==> src/tio_pkg.sv <==
/*
 File: constants for the timed I/O port block (one port with clock blocks).
 Assumes: a single 20 MHz clock; core requests on a plain register-style port.
*/
// Functional notes
// port width fixed per instance; whole port is input or output only
// port drives pins or samples them, optionally waiting on a pin condition
// every core request is accepted and answered within one cycle
// open collector: zero drives low, one releases the pin; port-wide
// data passes through a shift register and a transfer register
// 16-bit port counter; transfer can wait for a counter match
// counter readable any time; counter captured as timestamp per transfer
// an enabled link disables port function on its pins
// narrower port overrides wider one only on the shared pins
// port always transfers at its declared width
// six clock blocks; block 0 is the reference clock, others programmable
// a clock block may take a 1-bit port input as source, optionally divided
// input strobe qualifies data in; output strobe accompanies data out
// after reset the port uses clock block 0
// pin conditions raise events to the scheduler, not interrupts; the code also sets status bit COND, which raises irq_o when enabled
// in reset every pin has its pull-down enabled
// counter advances on each clock-block tick and wraps to zero
// an unfinished request stalls only the issuing core
package tio_pkg;
	localparam int unsigned TIO_NUM_CLKBLK = 6;
	localparam int unsigned TIO_CNT_W = 16;
	localparam int unsigned TIO_DIV_W = 8;
	localparam logic [2:0] TIO_CLKBLK_RST = 3'h0;
	localparam int unsigned TIO_REF_HZ = 20000000;
	// register word indices
	localparam logic [3:0] TIO_REG_DATA = 4'h0;
	localparam logic [3:0] TIO_REG_CTRL = 4'h1;
	localparam logic [3:0] TIO_REG_COND = 4'h2;
	localparam logic [3:0] TIO_REG_TIME = 4'h3;
	localparam logic [3:0] TIO_REG_COUNT = 4'h4;
	localparam logic [3:0] TIO_REG_STAMP = 4'h5;
	localparam logic [3:0] TIO_REG_STATUS = 4'h6;
	localparam logic [3:0] TIO_REG_IRQ_EN = 4'h7;
	localparam logic [3:0] TIO_REG_IRQ_CLR = 4'h8;
	localparam logic [3:0] TIO_REG_CLKDIV = 4'h9;
	// control fields
	localparam int unsigned TIO_CTRL_EN = 0;
	localparam int unsigned TIO_CTRL_OUT = 1;
	localparam int unsigned TIO_CTRL_OC = 2;
	localparam int unsigned TIO_CTRL_STB_IN = 3;
	localparam int unsigned TIO_CTRL_STB_OUT = 4;
	localparam int unsigned TIO_CTRL_CBLK = 5;
	localparam int unsigned TIO_CTRL_SRC = 8;
	// condition modes
	localparam logic [1:0] TIO_COND_NONE = 2'h0;
	localparam logic [1:0] TIO_COND_EQ = 2'h1;
	localparam logic [1:0] TIO_COND_NEQ = 2'h2;
	// status bits
	localparam int unsigned TIO_ST_XFER = 0;
	localparam int unsigned TIO_ST_COND = 1;
	localparam int unsigned TIO_ST_OVR = 2;
	localparam int unsigned TIO_ST_W = 3;
	typedef enum logic [1:0] {
		TIO_IDLE,
		TIO_WAIT,
		TIO_SHIFT
	} tio_state_t;
endpackage

==> src/tio_port.sv <==
/*
 File: one timed I/O port with its clock blocks and a register port.
 Assumes: pins and link enable synchronous to clk_i; testbench resolves wires.
*/
`timescale 1ns/1ns
`default_nettype none
module tio_port #(
	parameter int unsigned WIDTH = 4,
	parameter int unsigned SHIFT = 1
) (
	input wire logic clk_i,
	input wire logic rst_n_i,
	input wire logic [3:0] addr_i,
	input wire logic [31:0] wdata_i,
	input wire logic wr_i,
	input wire logic rd_i,
	output logic [31:0] rdata_o,
	output logic stall_o,
	input wire logic [WIDTH-1:0] pin_i,
	output logic [WIDTH-1:0] pin_o,
	output logic [WIDTH-1:0] pin_oe_o,
	output logic [WIDTH-1:0] pin_pd_o,
	input wire logic link_en_i,
	input wire logic [WIDTH-1:0] narrow_claim_i,
	input wire logic [tio_pkg::TIO_NUM_CLKBLK-1:0] clk_src_pin_i,
	input wire logic strobe_in_i,
	output logic strobe_out_qualifier_o,
	output logic event_o,
	output logic irq_o
);
	import tio_pkg::*;
	localparam int unsigned DW = WIDTH * SHIFT;
	localparam logic [TIO_CNT_W-1:0] CNT_ONE = 16'h0001;

	logic [8:0] ctrl_q, ctrl_d;
	logic [1:0] cmode_q, cmode_d;
	logic [WIDTH-1:0] cval_q, cval_d;
	logic [TIO_CNT_W-1:0] tgt_q, tgt_d;
	logic tgt_en_q, tgt_en_d;
	logic [TIO_DIV_W-1:0] div_q, div_d;
	logic [TIO_DIV_W-1:0] dcnt_q, dcnt_d;
	logic src_prev_q, src_prev_d;
	logic [TIO_CNT_W-1:0] cnt_q, cnt_d;
	logic [TIO_CNT_W-1:0] stamp_q, stamp_d;
	logic [DW-1:0] xfer_q, xfer_d;
	logic xfer_full_q, xfer_full_d;
	logic [DW-1:0] ser_q, ser_d;
	logic [7:0] scnt_q, scnt_d;
	logic [WIDTH-1:0] out_q, out_d;
	logic stb_q, stb_d;
	logic [TIO_ST_W-1:0] st_q, st_d, ien_q, ien_d;
	logic [31:0] rdata_q, rdata_d;
	logic ev_q, ev_d;
	tio_state_t state_q, state_d;

	logic en, is_out, oc, tick, src_lvl, cond_ok, time_ok, go, stb_ok;
	logic [2:0] cblk;
	logic [TIO_ST_W-1:0] st_set;
	logic [WIDTH-1:0] own;
	// next deserializer word; also legal when SHIFT is 1
	logic [DW-1:0] shin;

	assign shin = DW'({pin_i, ser_q} >> WIDTH);

	assign en = ctrl_q[TIO_CTRL_EN];
	assign is_out = ctrl_q[TIO_CTRL_OUT];
	assign oc = ctrl_q[TIO_CTRL_OC];
	assign cblk = ctrl_q[TIO_CTRL_CBLK +: 3];
	// link beats narrower port beats this one, per pin
	assign own = (en && !link_en_i) ? ~narrow_claim_i : '0;

	// clock block: 0 is ref tick every cycle; others divide a 1-bit pin
	always_comb begin
		src_lvl = clk_src_pin_i[cblk];
		src_prev_d = src_lvl;
		dcnt_d = dcnt_q;
		tick = 1'b0;
		if (cblk == TIO_CLKBLK_RST || cblk >= 3'(TIO_NUM_CLKBLK)) begin
			tick = 1'b1;
		end else if (src_lvl && !src_prev_q) begin
			if (dcnt_q >= div_q) begin
				dcnt_d = '0;
				tick = 1'b1;
			end else begin
				dcnt_d = dcnt_q + 8'h01;
			end
		end
	end

	assign cnt_d = tick ? cnt_q + CNT_ONE : cnt_q;
	assign time_ok = !tgt_en_q || (cnt_q == tgt_q);
	always_comb begin
		case (cmode_q)
			TIO_COND_EQ: cond_ok = (pin_i == cval_q);
			TIO_COND_NEQ: cond_ok = (pin_i != cval_q);
			default: cond_ok = 1'b1;
		endcase
	end
	// input strobe gates every transfer step, in or out, when enabled
	assign stb_ok = !ctrl_q[TIO_CTRL_STB_IN] || strobe_in_i;
	assign go = tick && time_ok && stb_ok && (is_out || cond_ok);

	always_comb begin
		ctrl_d = ctrl_q;
		cmode_d = cmode_q;
		cval_d = cval_q;
		tgt_d = tgt_q;
		tgt_en_d = tgt_en_q;
		div_d = div_q;
		ien_d = ien_q;
		xfer_d = xfer_q;
		xfer_full_d = xfer_full_q;
		ser_d = ser_q;
		scnt_d = scnt_q;
		out_d = out_q;
		stb_d = 1'b0;
		stamp_d = stamp_q;
		state_d = state_q;
		st_set = '0;
		ev_d = 1'b0;
		rdata_d = '0;
		if (wr_i) begin
			case (addr_i)
				TIO_REG_DATA: begin
					if (xfer_full_q)
						st_set[TIO_ST_OVR] = 1'b1;
					xfer_d = wdata_i[DW-1:0];
					xfer_full_d = 1'b1;
				end
				TIO_REG_CTRL: ctrl_d = wdata_i[8:0];
				TIO_REG_COND: begin
					cmode_d = wdata_i[1:0];
					cval_d = wdata_i[8 +: WIDTH];
				end
				TIO_REG_TIME: begin
					tgt_d = wdata_i[15:0];
					tgt_en_d = wdata_i[16];
				end
				TIO_REG_IRQ_EN: ien_d = wdata_i[TIO_ST_W-1:0];
				TIO_REG_CLKDIV: div_d = wdata_i[TIO_DIV_W-1:0];
				default: ;
			endcase
		end
		if (rd_i) begin
			case (addr_i)
				TIO_REG_DATA: begin
					rdata_d = 32'(xfer_q);
					xfer_full_d = 1'b0;
				end
				TIO_REG_CTRL: rdata_d = 32'(ctrl_q);
				TIO_REG_COND: rdata_d = {16'h0000, 8'(cval_q), 6'h00, cmode_q};
				TIO_REG_TIME: rdata_d = {15'h0000, tgt_en_q, tgt_q};
				TIO_REG_COUNT: rdata_d = {16'h0000, cnt_q};
				TIO_REG_STAMP: rdata_d = {16'h0000, stamp_q};
				TIO_REG_STATUS: rdata_d = 32'(st_q);
				TIO_REG_IRQ_EN: rdata_d = 32'(ien_q);
				TIO_REG_CLKDIV: rdata_d = 32'(div_q);
				default: rdata_d = '0;
			endcase
		end
		case (state_q)
			TIO_IDLE: begin
				if (en && (is_out ? xfer_full_q : !xfer_full_q)) begin
					if (is_out) begin
						ser_d = xfer_q;
						xfer_full_d = 1'b0;
					end
					state_d = TIO_WAIT;
				end
			end
			TIO_WAIT: begin
				if (go) begin
					stamp_d = cnt_q;
					scnt_d = 8'(SHIFT - 1);
					if (is_out) begin
						out_d = ser_q[WIDTH-1:0];
						ser_d = ser_q >> WIDTH;
						stb_d = ctrl_q[TIO_CTRL_STB_OUT];
					end else begin
						ser_d = shin;
						if (cmode_q != TIO_COND_NONE) begin
							st_set[TIO_ST_COND] = 1'b1;
							ev_d = 1'b1;
						end
					end
					state_d = (SHIFT == 1) ? TIO_IDLE : TIO_SHIFT;
					if (SHIFT == 1) begin
						st_set[TIO_ST_XFER] = 1'b1;
						if (!is_out) begin
							xfer_d = shin;
							xfer_full_d = 1'b1;
						end
					end
				end
			end
			TIO_SHIFT: begin
				if (tick && stb_ok) begin
					if (is_out) begin
						out_d = ser_q[WIDTH-1:0];
						ser_d = ser_q >> WIDTH;
						stb_d = ctrl_q[TIO_CTRL_STB_OUT];
					end else begin
						ser_d = shin;
					end
					scnt_d = scnt_q - 8'h01;
					if (scnt_q == 8'h01) begin
						state_d = TIO_IDLE;
						st_set[TIO_ST_XFER] = 1'b1;
						if (!is_out) begin
							xfer_d = shin;
							xfer_full_d = 1'b1;
						end
					end
				end
			end
			default: state_d = TIO_IDLE;
		endcase
		if (!en)
			state_d = TIO_IDLE;
		// set wins over a same-cycle clear
		st_d = st_q | st_set;
		if (wr_i && addr_i == TIO_REG_IRQ_CLR)
			st_d = (st_q & ~wdata_i[TIO_ST_W-1:0]) | st_set;
	end

	always_ff @(posedge clk_i or negedge rst_n_i) begin
		if (!rst_n_i) begin
			ctrl_q <= '0;
			cmode_q <= TIO_COND_NONE;
			cval_q <= '0;
			tgt_q <= '0;
			tgt_en_q <= 1'b0;
			div_q <= '0;
			dcnt_q <= '0;
			src_prev_q <= 1'b0;
			cnt_q <= '0;
			stamp_q <= '0;
			xfer_q <= '0;
			xfer_full_q <= 1'b0;
			ser_q <= '0;
			scnt_q <= '0;
			out_q <= '0;
			stb_q <= 1'b0;
			st_q <= '0;
			ien_q <= '0;
			rdata_q <= '0;
			ev_q <= 1'b0;
			state_q <= TIO_IDLE;
		end else begin
			ctrl_q <= ctrl_d;
			cmode_q <= cmode_d;
			cval_q <= cval_d;
			tgt_q <= tgt_d;
			tgt_en_q <= tgt_en_d;
			div_q <= div_d;
			dcnt_q <= dcnt_d;
			src_prev_q <= src_prev_d;
			cnt_q <= cnt_d;
			stamp_q <= stamp_d;
			xfer_q <= xfer_d;
			xfer_full_q <= xfer_full_d;
			ser_q <= ser_d;
			scnt_q <= scnt_d;
			out_q <= out_d;
			stb_q <= stb_d;
			st_q <= st_d;
			ien_q <= ien_d;
			rdata_q <= rdata_d;
			ev_q <= ev_d;
			state_q <= state_d;
		end
	end

	// whole port one direction; open collector only ever drives zeros
	always_comb begin
		for (int i = 0; i < WIDTH; i++) begin
			pin_o[i] = oc ? 1'b0 : out_q[i];
			pin_oe_o[i] = own[i] && is_out && (!oc || !out_q[i]);
			pin_pd_o[i] = !rst_n_i;
		end
	end

	// stall only flags this core's own pending work
	assign stall_o = en && (state_q != TIO_IDLE) &&
		(is_out ? xfer_full_q : 1'b1);
	assign rdata_o = rdata_q;
	assign strobe_out_qualifier_o = stb_q;
	assign event_o = ev_q;
	assign irq_o = |(st_q & ien_q);
endmodule
`default_nettype wire

==> config.mk <==
export PLATFORM = sky130hd
export DESIGN_NAME = tio_port
export DESIGN_NICKNAME = d
export VERILOG_FILES = /design/src/tio_pkg.sv /design/src/tio_port.sv
export SDC_FILE = /design/constraint.sdc
export NUM_CORES = 1
export LEC_CHECK = 0
export BUFFER_PORTS_ARGS = -buffer_cell sky130_fd_sc_hd__buf_4
export CORE_MARGIN = 5
export CORE_UTILIZATION = 25
export CTS_CLUSTER_DIAMETER = 100
export DETAILED_ROUTE_END_ITERATION = 6
export MAX_ROUTING_LAYER = met4
export PLACE_DENSITY = 0.48
export SYNTH_ARGS = -nofsm -noshare
export SYNTH_HDL_FRONTEND = slang
export SYNTH_SLANG_ARGS = --single-unit
==> constraint.sdc <==
create_clock -name clk_i -period 3 [get_ports clk_i]
set_input_delay 0.3 -clock clk_i [delete_from_list [all_inputs] [get_ports clk_i]]
set_output_delay 0.3 -clock clk_i [all_outputs]
set_load 0.1 [all_outputs]
==> reports/qor.csv <==
metric,value,unit
ys_dominant_reg_cell,dfrtp_1,
worst_r2r_path_depth,6,
path_cells,"xnor2_1, nand4_1, o41a_1, a311o_1, nor3_2, mux2_2",
cts_tree,built,
synth-warning-count,0,
postcts_setup_bufs,0,
synthesis.area,6033,um2
transition_time_at_the_pin_with_the_least_slew_margin,0.7439,ns
synthDominantCellAreaShare,0.4977,
cp.required,3.31,ns
coreArea,23610,um2
synth_top_cell_by_area,dfrtp_1,
relSlewSlack,0.5029,
io_pins,104,
wl_per_cell,17.64,um
grt_start_max_net_pins,45,
buffering_stage_count_on_the_worst_path_with_inverters_included,0,
worstSetupPathType,flip-flop to flip-flop,
core.rowCount,56,
grt.overflow.total,0,
worstSetupStartpointType,flip-flop,
vias_in_the_first_global_route,4705,
postRouteWirelength,16720,um
drt-initial-drc-count,467,
portBuffers,73,
layout.filler_cells,2369,
sequential_cell_area,3003,um2
die-area,27340,um2
clock_slew_seen_by_the_registers_of_the_worst_setup_and_hold_paths,0.06,ns
grt_antenna_before_repair,0,
die-width,165.4,um
htree_levels,4,
irDropWorstVdd,0.3855,mV
ys_types,55,
ant_nets,0,
arrival,2.93,ns
vias_per_cell,4.692,
worstReg2RegEnd,xfer_q[3],
post-route-drc-count,0,
start_util,0.2555,
clock_path_buffers,2,
worst-path-stages,6,
cts.repair.resized,0,
synthCells,526,
power.total,6.666,mW
setup_viol_count_final,0,
detailroute.via_count,4448,
finalWorstSetupSlack,0.3790,ns
worstSetupStartpoint,cnt_q[4],
globalplace.congestion,0.8215,
synth_top_cells_by_area,"dfrtp_1 50%, mux2_2 14%, xnor2_1 3.2%, ha_1 2.9%, buf_4 2.4%",
status,completed,
timing.hold.worst.class,primary input to flip-flop,
postSynthRegisterBits,120,
number_of_enable_flip_flop_cells_after_synthesis,0,
cts.sinks,120,
synth_seq_area_share,0.4977,
fin_hold_viols,0,
timing.critical_path.to_type,flip-flop,
postSynthAreaPerCell,11.47,um2
r2r_slack,0.38,ns
rsz0062_at_grt,false,
fmax,0.3815,GHz
pre_cts_ws,0.3861,ns
grt_total_usage,0.1329,
areaGrowthSynthToFinish,27.00,%
final.min_clock_period,2.621,ns
timing.max_cap.violations,0,
fin_nets,686,
power_dens_cells,870.0,nW/um2
synthArstFlopShare,1.000,
detailedRoute.firstPassIterationCount,5,
multiInputGateArea,2800,um2
total_leakage_power,3.340,nW
final_max_slew_viol_count,0,
post-dp-hpwl,12100,um
worstReg2RegStart,cnt_q[4],
cell_at_the_root_of_the_clock_tree,clkbuf_16,
n_antenna_cell,0,
critical_path.slowest_cell,dfrtp_1,
grt_pass1_wl,26840,um
number_of_buffers_added_by_the_clock_tree_synthesis_step,17,
slowest_delay,0.46,ns
clock_insertion_delay_worst_skew,0.42,ns
drive_above_1_share,0.3355,
timing.clock.skew,0.007531,ns
critPathCapture,xfer_q[3],
height_of_the_die,165.4,um
highest_net_fanout_along_the_worst_path,7,
critical_path.top_delay_family,compound AO/OA/AOI/OAI gates,
layout_worst_path_cycle_share,0.8737,
-- synth_stat cells, types with 13 or more instances --
library cell    n
a222oi_1       14
clkbuf_1       16
ha_1           14
buf_4          19
nand3_1        18
dfrtp_1       120
xnor2_1        22
nor2_1         23
inv_1          20
o21ai_0        20
nand2_1        31
mux2_2         75
xor2_1         13
-- kinds of logic after synthesis --
family,synth area share
and+or+nand+nor,0.1126
DFF,0.4977
other,0.0006216
xor gates and xnor gates,0.05081
AOI/OAI and AO/OA,0.1083
muxes,0.1533
adders and majority gates,0.02903
buffers and inverters,0.04770
-- how the worst min path moves through the flow --
stage / slack [ns] / end / start / cells after the start
after CTS: 0.09 / tgt_q[14] / wdata_i[14] / 2
after detailed placement: 0.28 / cval_q[1] / rst_n_i / 1
final: 0.11 / tgt_q[14] / wdata_i[14] / 2
after floorplan: 0.004 / cmode_q[0] / rst_n_i / 0
after global placement: 0.28 / cval_q[1] / rst_n_i / 1
after global routing: 0.09 / tgt_q[13] / wdata_i[13] / 2
-- repair_timing --
item | in CTS | in global routing
hold endpoints to repair | 32 | 0
setup endpoints to repair | 0 | 0
hold buffers | 1 | 0
-- report_power, final --
group          switching (mW)  internal, mW  total, mW
sequential              0.399          2.04       2.44
clock                   0.757          1.54       2.30
combinational            1.11         0.819       1.93
total                    2.27          4.40       6.67
-- routing by layer --
metal / global-route usage / share of wire / vias up / routed length [um]
li1: - / - / 2077 / -
met1: 0.1782 / 0.48 / 2214 / 8052
met2: 0.1997 / 0.46 / 136 / 7609
met3: 0.03227 / 0.051 / 21 / 859
met4: 0.04087 / 0.012 / 0 / 199
met5: - / 0 / - / 0
-- placed cells by master, fill, tap and decap left out, types with 13 or more instances in the layout --
master     count
a222oi_1      14
nor2_1        23
conb_1        15
o21ai_0       20
xor2_1        13
buf_4         92
mux2_2        75
ha_1          14
clkbuf_16     17
inv_1         20
nand3_1       18
dfrtp_1      120
xnor2_1       22
nand2_1       31
-- cell type report --
cell class	count	area share
Sequential cell	120	0.3919
Multi-Input combinational cell	363	0.3654
Timing Repair Buffer	94	0.09406
Clock buffer	21	0.06140
Tap cell	319	0.05209
Clock inverter	11	0.02531
Inverter	20	0.009798
-- registers in the layout (all words and copies together) (netlist names), 3 cells and up --
| register | flops |
|---|---|
| div_q | 8 |
| st_q | 3 |
| dcnt_q | 8 |
| tgt_q | 16 |
| ien_q | 3 |
| rdata_o | 17 |
| xfer_q | 4 |
| ser_q | 4 |
| stamp_q | 16 |
| cval_q | 4 |
| cnt_q | 16 |
| out_q | 4 |
| ctrl_q | 9 |
-- metrics by stage --
stage / cell area [um2] / instances / util / hold slack (ns) / setup TNS, ns
finish: 7662 / 948 / 0.3245 / 0.1070 / 0
global route: 7662 / 948 / 0.3245 / 0.09476 / 0
CTS: 7662 / 948 / 0.3245 / 0.08983 / 0
detailed placement: 6988 / 915 / 0.2959 / 0.2840 / 0
global placement: 6988 / 915 / 0.2959 / 0.2820 / 0
floorplan: 6086 / 540 / - / 0.004409 / -1.205
No activity file was read; power rests on OpenSTA's default activity.
